## src/inc/lbp_pkg.sv

```systemverilog
`default_nettype none
package lbp_pkg;

  // ****************************************
  // Register map
  // ****************************************
  localparam logic [7:0]  LBP_CFG_OFS      = 8'h14;
  localparam logic [7:0]  LBP_INT_STAT_OFS = 8'h40;
  localparam logic [7:0]  LBP_INT_MASK_OFS = 8'h44;

  // ****************************************
  // Field positions of the config register
  // ****************************************
  localparam int LBP_PD_BIT      = 14;
  localparam int LBP_DIR_BIT     = 13;
  localparam int LBP_EN_BIT      = 12;
  localparam int LBP_MODE_LSB    = 8;
  localparam int LBP_VBLANK_BIT  = 7;
  localparam int LBP_MIDLE_BIT   = 6;
  localparam int LBP_PULL_BIT    = 4;
  localparam int LBP_CSMODE_BIT  = 3;
  localparam int LBP_PSAVE_BIT   = 0;

  // Writable bits: 14..8, 4, 3, 0
  localparam logic [15:0] LBP_CFG_WMASK    = 16'h7F19;
  localparam logic [15:0] LBP_CFG_RESET    = 16'h0411;

  // ****************************************
  // Bypass mode codes
  // ****************************************
  localparam logic [3:0] LBP_M_S_P16   = 4'h0;
  localparam logic [3:0] LBP_M_S_P16G  = 4'h1;
  localparam logic [3:0] LBP_M_P_P16   = 4'h2;
  localparam logic [3:0] LBP_M_P_P16G  = 4'h3;
  localparam logic [3:0] LBP_M_S_SER   = 4'h4;
  localparam logic [3:0] LBP_M_P_SER   = 4'h6;
  localparam logic [3:0] LBP_M_S_P8G   = 4'h8;
  localparam logic [3:0] LBP_M_S_P16H  = 4'h9;
  localparam logic [3:0] LBP_M_P_P16H  = 4'hB;

  // Interrupt status bits
  localparam int LBP_IRQ_VBLANK = 0;
  localparam int LBP_IRQ_MIDLE  = 1;
  localparam int LBP_IRQ_W      = 2;

  typedef enum logic [1:0] {LBP_R_NONE, LBP_R_SERIAL, LBP_R_PARALLEL} lbp_route_t;

  typedef struct packed {
    logic       pulldown_en;
    logic       dir_out;
    logic       bypass_en;
    logic [3:0] mode;
    logic       pull_en;
    logic       cs_mode;
    logic       psave;
  } lbp_cfg_t;

  typedef struct packed {
    logic       active;
    logic       to_primary;
    lbp_route_t route;
  } lbp_sel_t;

endpackage : lbp_pkg
`default_nettype wire

```

## src/design/lbp_config.sv

```systemverilog
// Operation
// RQ1 - Mode code 0100b (reset) sends serial output to the secondary panel and 0110b to the primary.
// RQ2 - Parallel codes 0,1,8,9 target the secondary panel, 2,3,B the primary; others are reserved.
// RQ3 - Software never uses bypass with a 24-bit parallel panel.
// RQ4 - The vertical blank bit reads 1 in the non-display period and 0 in display for an RGB panel.
// RQ5 - The vertical blank bit carries no meaning when the primary panel is not RGB.
// RQ6 - The memory idle bit reads 1 when the memory controller idles and 0 while powered up.
// RQ7 - Software sees memory idle before setting power save or disabling the PLL.
// RQ8 - The pull control bit (reset 1) enables chip-select pull-up and the other pull-downs.
// RQ9 - The pull control acts only on bypass chip select, serial clock, address-zero, serial input.
// RQ10 - Software sets the pull control when the bypass input port is unused.
// RQ11 - The chip-select mode bit matters only while a parallel bypass mode is selected.
// RQ12 - Mode 0 passes bypass select to the panel; mode 1 steers host select by bypass select.
// RQ13 - The power-save bit puts the device in low power at 1 and normal operation at 0.
// RQ14 - The power-save bit resets to 1.
// RQ15 - Software turns off display output and waits for memory idle before power save.
// RQ16 - The bypass enable bit (reset 0) activates the selected route; not while the panel is busy.
// RQ17 - In parallel bypass a direction bit drives the low 18 data pins and pull-downs act on inputs.
`timescale 1ns/1ps
`default_nettype none
module lbp_config
  import lbp_pkg::*;
#(
  parameter int DATA_PINS = 18
)(
  input  wire logic                 i_ref_clk,
  input  wire logic                 i_rst,
  input  wire logic                 i_wb_cyc,
  input  wire logic                 i_wb_stb,
  input  wire logic                 i_wb_we,
  input  wire logic [7:0]           i_wb_adr,
  input  wire logic [31:0]          i_wb_dat,
  input  wire logic [3:0]           i_wb_sel,
  output logic      [31:0]          o_wb_dat,
  output logic                      o_wb_ack,
  input  wire logic                 i_primary_panel_rgb,
  input  wire logic                 i_vertical_blank_status,
  input  wire logic                 i_mem_idle,
  input  wire logic                 i_panel_busy,
  input  wire logic                 i_bypass_chip_select_n,
  input  wire logic                 i_host_cs_n,
  output logic                      o_bypass_active,
  output logic                      o_route_primary,
  output logic                      o_route_serial,
  output logic                      o_route_parallel,
  output logic      [3:0]           o_bypass_mode,
  output logic                      o_panel_cs_n,
  output logic                      o_mem_cs_n,
  output logic                      o_in_pull_en,
  output logic      [DATA_PINS-1:0] o_panel_data_bus_oe,
  output logic      [DATA_PINS-1:0] o_panel_data_bus_pd,
  output logic                      o_power_save,
  output logic                      o_irq
);

  // ****************************************
  // Input synchronisers
  // ****************************************
  logic [4:0] sync1_q;
  logic [4:0] sync2_q;
  logic       vb_s;
  logic       mi_s;
  logic       busy_s;
  logic       scs_n_s;
  logic       hcs_n_s;

  always_ff @(posedge i_ref_clk or posedge i_rst)
  begin
    if (i_rst)
    begin
      sync1_q <= 5'h18;
      sync2_q <= 5'h18;
    end
    else
    begin
      sync1_q <= {i_bypass_chip_select_n, i_host_cs_n, i_panel_busy,
                  i_mem_idle, i_vertical_blank_status};
      sync2_q <= sync1_q;
    end
  end

  assign vb_s    = sync2_q[0];
  assign mi_s    = sync2_q[1];
  assign busy_s  = sync2_q[2];
  assign hcs_n_s = sync2_q[3];
  assign scs_n_s = sync2_q[4];

  // ****************************************
  // Mode decode
  // ****************************************
  function automatic lbp_sel_t decode_mode(input logic en, input logic [3:0] m);
    lbp_sel_t s;
    s = '{active: 1'b0, to_primary: 1'b0, route: LBP_R_NONE};
    if (m == LBP_M_S_SER)
      s = '{active: en, to_primary: 1'b0, route: LBP_R_SERIAL}; // RQ1
    else if (m == LBP_M_P_SER)
      s = '{active: en, to_primary: 1'b1, route: LBP_R_SERIAL}; // RQ1
    else if (m == LBP_M_S_P16 || m == LBP_M_S_P16G || m == LBP_M_S_P8G || m == LBP_M_S_P16H)
      s = '{active: en, to_primary: 1'b0, route: LBP_R_PARALLEL}; // RQ2
    else if (m == LBP_M_P_P16 || m == LBP_M_P_P16G || m == LBP_M_P_P16H)
      s = '{active: en, to_primary: 1'b1, route: LBP_R_PARALLEL}; // RQ2
    if (!en)
      s.route = LBP_R_NONE; // RQ16
    return s;
  endfunction : decode_mode

  // ****************************************
  // Register file
  // ****************************************
  lbp_cfg_t             cfg_q;
  logic [15:0]          cfg_rd;
  logic [LBP_IRQ_W-1:0] stat_q;
  logic [LBP_IRQ_W-1:0] mask_q;
  logic [1:0]           ev_prev_q;
  logic [LBP_IRQ_W-1:0] ev;
  logic                 wr;
  logic                 rd_req;
  logic [15:0]          wd;
  logic [15:0]          cfg_wv;
  lbp_sel_t             sel;

  assign wr     = i_wb_cyc && i_wb_stb && i_wb_we && !o_wb_ack;
  assign rd_req = i_wb_cyc && i_wb_stb && !o_wb_ack;
  assign wd     = i_wb_dat[15:0];

  assign cfg_rd = {1'b0, cfg_q.pulldown_en, cfg_q.dir_out, cfg_q.bypass_en, cfg_q.mode,
                   vb_s & i_primary_panel_rgb, mi_s, 1'b0, cfg_q.pull_en,  // RQ4 RQ5 RQ6
                   cfg_q.cs_mode, 2'b00, cfg_q.psave};

  // Byte-lane merge of written config data
  always_comb
  begin
    cfg_wv = cfg_rd;
    if (i_wb_sel[0])
      cfg_wv[7:0] = wd[7:0];
    if (i_wb_sel[1])
      cfg_wv[15:8] = wd[15:8];
  end

  always_ff @(posedge i_ref_clk or posedge i_rst)
  begin
    if (i_rst)
      cfg_q <= lbp_cfg_t'({LBP_CFG_RESET[14:8], LBP_CFG_RESET[4:3], LBP_CFG_RESET[0]}); // RQ14 RQ8
    else if (wr && i_wb_adr == LBP_CFG_OFS)
    begin
      cfg_q.pulldown_en <= cfg_wv[LBP_PD_BIT];
      cfg_q.dir_out     <= cfg_wv[LBP_DIR_BIT];
      // Bypass cannot turn on while the panel interface is busy
      cfg_q.bypass_en   <= cfg_wv[LBP_EN_BIT] & (cfg_q.bypass_en | ~busy_s); // RQ16
      cfg_q.mode        <= cfg_wv[LBP_MODE_LSB +: 4];
      cfg_q.pull_en     <= cfg_wv[LBP_PULL_BIT];
      cfg_q.cs_mode     <= cfg_wv[LBP_CSMODE_BIT];
      cfg_q.psave       <= cfg_wv[LBP_PSAVE_BIT]; // RQ13
    end
  end

  // ****************************************
  // Interrupt events
  // ****************************************
  always_ff @(posedge i_ref_clk or posedge i_rst)
  begin
    if (i_rst)
      ev_prev_q <= 2'h0;
    else
      ev_prev_q <= {mi_s, vb_s & i_primary_panel_rgb};
  end

  assign ev[LBP_IRQ_VBLANK] = vb_s & i_primary_panel_rgb & ~ev_prev_q[0];
  assign ev[LBP_IRQ_MIDLE]  = mi_s & ~ev_prev_q[1];

  always_ff @(posedge i_ref_clk or posedge i_rst)
  begin
    if (i_rst)
      stat_q <= '0;
    else if (wr && i_wb_adr == LBP_INT_STAT_OFS && i_wb_sel[0])
      stat_q <= (stat_q & ~wd[LBP_IRQ_W-1:0]) | ev;
    else
      stat_q <= stat_q | ev;
  end

  always_ff @(posedge i_ref_clk or posedge i_rst)
  begin
    if (i_rst)
      mask_q <= '0;
    else if (wr && i_wb_adr == LBP_INT_MASK_OFS && i_wb_sel[0])
      mask_q <= wd[LBP_IRQ_W-1:0];
  end

  assign o_irq = |(stat_q & mask_q);

  // ****************************************
  // Bus answer
  // ****************************************
  always_ff @(posedge i_ref_clk or posedge i_rst)
  begin
    if (i_rst)
    begin
      o_wb_ack <= 1'b0;
      o_wb_dat <= 32'h0000_0000;
    end
    else
    begin
      o_wb_ack <= rd_req;
      if (rd_req && !i_wb_we)
      begin
        if (i_wb_adr == LBP_CFG_OFS)
          o_wb_dat <= {16'h0000, cfg_rd};
        else if (i_wb_adr == LBP_INT_STAT_OFS)
          o_wb_dat <= {30'h0, stat_q};
        else if (i_wb_adr == LBP_INT_MASK_OFS)
          o_wb_dat <= {30'h0, mask_q};
        else
          o_wb_dat <= 32'h0000_0000;
      end
    end
  end

  // ****************************************
  // Pin routing
  // ****************************************
  assign sel              = decode_mode(cfg_q.bypass_en, cfg_q.mode);
  assign o_bypass_active  = sel.active;
  assign o_route_primary  = sel.to_primary;
  assign o_route_serial   = (sel.route == LBP_R_SERIAL);
  assign o_route_parallel = (sel.route == LBP_R_PARALLEL);
  assign o_bypass_mode    = cfg_q.mode;
  assign o_power_save     = cfg_q.psave; // RQ13
  assign o_in_pull_en     = cfg_q.pull_en; // RQ8 RQ9

  always_comb
  begin
    o_panel_cs_n = 1'b1;
    o_mem_cs_n   = hcs_n_s;
    if (o_route_parallel) // RQ11
    begin
      if (!cfg_q.cs_mode)
        o_panel_cs_n = scs_n_s; // RQ12
      else if (!scs_n_s)
      begin
        o_panel_cs_n = hcs_n_s; // RQ12
        o_mem_cs_n   = 1'b1;
      end
    end
    else if (o_route_serial)
      o_panel_cs_n = scs_n_s;
  end

  // Direction bit at 0 drives the pins, at 1 makes them inputs
  assign o_panel_data_bus_oe = {DATA_PINS{o_route_parallel & ~cfg_q.dir_out}}; // RQ17
  assign o_panel_data_bus_pd = {DATA_PINS{o_route_parallel & cfg_q.dir_out
                                          & cfg_q.pulldown_en}}; // RQ17

endmodule : lbp_config
`default_nettype wire

```

## config.mk

```make
export PLATFORM = sky130hd
export DESIGN_NAME = lbp_config
export DESIGN_NICKNAME = d
export VERILOG_FILES = /design/src/inc/lbp_pkg.sv /design/src/design/lbp_config.sv
export SDC_FILE = /design/constraint.sdc
export NUM_CORES = 1
export LEC_CHECK = 0
export ABC_AREA = 0
export BUFFER_PORTS_ARGS = -buffer_cell sky130_fd_sc_hd__buf_2
export CORE_ASPECT_RATIO = 0.9
export CORE_MARGIN = 2
export CORE_UTILIZATION = 47
export CTS_BUF_LIST = sky130_fd_sc_hd__clkbuf_2
export DETAILED_ROUTE_END_ITERATION = 8
export GPL_TIMING_DRIVEN = 0
export PLACE_DENSITY_LB_ADDON = 0.12
export SYNTH_ARGS = -nofsm -noshare
export SYNTH_HDL_FRONTEND = slang
export SYNTH_SLANG_ARGS = --single-unit
```

## constraint.sdc

```tcl
create_clock -name i_ref_clk -period 3.22 [get_ports i_ref_clk]
set_input_delay 0.322 -clock i_ref_clk [delete_from_list [all_inputs] [get_ports i_ref_clk]]
set_output_delay 0.322 -clock i_ref_clk [all_outputs]
set_load 0.01 [all_outputs]
```

==> flow_metrics.py <==
metrics = {
    "route": {
        "drt_first_iter_violations": 58,
        "vias_per_cell": 4.32,
        "wl_um": 4270,
        "num_vias": 1649,
        "drcViolationCount": 0,
        "postRouteAntennaNets": 0,
        "firstDrtPassIters": 4,
        "wl_per_cell_um": 11.2,
    },
    "clocking": {
        "cts_buffers": 5,
        "hold_buffers": 2,
        "htreeDepth": 2,
        "path_clk_slew_ns": 0.19,
        "cts_setup_buffers": 0,
        "clockBufferDepth": 2,
        "cts_resized": 0,
        "cts.sinks": 40,
        "cts_tree": "yes",
        "clockRootBuffer": "clkbuf_2",
        "clk_latency_ns": 0.39,
    },
    "timing": {
        "period_share_pct": 82.9,
        "hold_viol": 0,
        "tightestPinTransition_ns": 0.999,
        "slew_headroom_pct": 33.2,
        "post-route-min-period_ns": 2.67,
        "maxSlewViolCount": 0,
        "setup_viol": 0,
        "rsz0062_at_grt": "false",
        "max_freq_mhz": 375,
        "skew_ns": 0.0115,
        "setup_tns_ns": 0,
    },
    "floorplanning": {
        "core-area_mm2": 0.00418,
        "die_x_um": 74.3,
        "ios": 137,
        "fp-row-count": 22,
        "die_y_um": 67.2,
        "start_util_pct": 49.9,
        "die-area_mm2": 0.00499,
    },
    "setup_path": {
        "cp-end-kind": "output pin",
        "reg2reg_slack_ns": 1.54,
        "crit_fanout": 18,
        "crit_type": "register to output pin",
        "r2r.worst_path.cells": 6,
        "critPathArrivalTime_ns": 2.35,
        "r2r_start": "o_wb_ack$_DFF_PP0_",
        "reg2reg_to": "o_wb_dat[8]$_DFFE_PP0P_",
        "worst_setup_path_start_kind": "register",
        "crit_required_ns": 2.90,
    },
    "status": {
        "outcome": "completed",
    },
    "power_and_ir_drop": {
        "sw_frac_of_total_pct": 25.4,
        "power-per-cell-area_mw_per_mm2": 293,
        "p_sw_uw": 208,
        "clkPwrFrac_pct": 25.0,
        "internal-power_uw": 609,
        "pwr-share-seq_pct": 63.5,
        "peakVddDrop_v": 0.000264,
        "leakage_uw": 0.00164,
        "pwr-share-comb_pct": 11.5,
    },
    "place": {
        "port-buffer-count": 94,
        "dp_hpwl_um": 3380,
        "place_congestion": 0.860,
    },
    "synth": {
        "synthArstFlopShare_pct": 100,
        "syn_inst": 197,
        "yosysWarnings": 0,
        "avgSynthCellArea_um2": 10.6,
        "ys_top_cells_by_area": "dfrtp_1, buf_4, dfstp_2",
        "synth_top_cell_by_area": "dfrtp_1",
        "syn_area_mm2": 0.00209,
        "yosysMostFrequentCell": "buf_4",
        "synth-edff-count": 0,
        "synth_top_area_share_pct": 39.5,
        "ys.flop_type": "dfrtp_1",
        "synth_seq_area_share_pct": 48.4,
        "synth_common_cells": "buf_4, dfrtp_1, nand2_1",
        "ys_types": 38,
        "synth-seq-cells": 40,
    },
    "grt": {
        "grt_max_degree": 41,
        "grt_pass1_vias": 1365,
        "track_usage_pct": 16.7,
        "gr-total-overflow": 0,
        "grt_pass1_wl_um": 6290,
        "antenna_found_initial": 0,
    },
    "layout": {
        "areaGrowthSynthToFinish_pct": 33.6,
        "fin_nets": 376,
        "drive_above_1_share_pct": 58.4,
        "n_antenna_cell": 0,
        "fillCellCount": 377,
        "fin_util_pct": 66.7,
    },
    "run": {
        "maxCapViolCount": 0,
    },
    "hold_path": {
        "hold_path.class": "input pin to asynchronous set/reset pin",
    },
}
## final cells by class
cell class              count  area, µm²  share of cell area [%]
plain buffers              61        444                    15.9
clock buffers               5       25.0                   0.897
clock inverters             3       13.8                   0.493
inverters                   6       22.5                   0.807
multi-input cells         108        679                    24.3
flip-flops and latches     40       1010                    36.2
well taps                  60       75.1                    2.69
repair buffers             99        520                    18.7
## per-layer routing
layer  global-route usage, %  routed length [µm]  vias up
met2                    25.1                1900       77
met3                    5.82                 438        7
met5                       0                   0        -
met1                    23.4                1890      733
li1                        -                   -      832
met4                    4.02                  42        0
## through the flow
| stage | setup WS, ns | std cells | power (µW) | hold WS (ns) | cell area (µm²) |
|---|---|---|---|---|---|
| final | 0.551 | 382 | 817 | 0.0500 | 2790 |
| after global routing | 0.324 | 382 | 856 | 0.0801 | 2790 |
| after CTS | 0.496 | 379 | 823 | 0.00325 | 2760 |
| after detailed placement | 0.985 | 369 | 617 | 0.339 | 2700 |
| after global placement | 1.04 | 369 | 615 | 0.333 | 2700 |
| after floorplan | 1.31 | 215 | 582 | 0.326 | 2160 |
## registers in the layout, indices dropped and copies added, names as in the netlist
name and count:
sync2_q 5, ev_prev_q 2, mask_q 2, o_power_save 1
sync1_q 5, o_bypass_mode 4, cfg_q 4, o_wb_dat 13
o_in_pull_en 1, o_wb_ack 1, stat_q 2
## worst max-delay path, cell delays in order, from the launching register on
cell      delay (ns)
dfrtp_1         0.51
nand3b_1        0.14
nand3b_1        0.15
nor2_1          0.79
buf_4           0.23
buf_2           0.13
## power groups by stage
stage	registers, µW	clock network, µW	logic, µW
floorplan	527	0	55.1
global placement	527	0	87.9
detailed placement	528	0	88.9
CTS	519	213	90.9
global route	520	231	105
finish	519	205	93.8
## cells in the final DEF (no fill, tap or decap), types with 2 or more instances in the layout
cell type / Yosys / routed
and2_1: 2 / 2
conb_1: 1 / 19
dlygate4sd3_1: 0 / 5
dfrtp_1: 33 / 33
dfstp_2: 7 / 7
nand4b_1: 2 / 2
clkbuf_2: 0 / 5
nand2_1: 26 / 26
buf_2: 1 / 95
buf_4: 57 / 57
mux2_2: 12 / 12
o21ai_0: 15 / 15
nand3b_1: 5 / 5
clkbuf_1: 3 / 3
o31ai_1: 2 / 2
inv_1: 6 / 5
clkinv_2: 0 / 2
nor2_1: 2 / 2
## kinds of logic (layout without fill, tap and decap cells)
kind of cell | after synthesis | after routing | synth area share (%)
AND/OR/NAND/NOR | 54 | 54 | 15.8
buffers and inverters | 67 | 174 | 22.3
AO/OA/AOI/OAI | 22 | 22 | 6.35
multiplexers | 13 | 13 | 6.95
flip-flops | 40 | 40 | 48.4
other | 1 | 19 | 0.180
## worst max-delay path by stage
stage,from,to,cells after the start
after floorplan,o_bypass_mode[0]$_DFFE_PP0P_,o_panel_data_bus_oe[10],4
after CTS,o_bypass_mode[0]$_DFFE_PP0P_,o_panel_data_bus_oe[5],5
after global routing,o_bypass_mode[0]$_DFFE_PP0P_,o_panel_data_bus_oe[17],5
after global placement,o_bypass_mode[0]$_DFFE_PP0P_,o_panel_data_bus_oe[17],5
after detailed placement,o_bypass_mode[0]$_DFFE_PP0P_,o_panel_data_bus_oe[5],5
final,o_bypass_mode[0]$_DFFE_PP0P_,o_panel_data_bus_oe[5],5
Power figures use the tool's default switching activity.
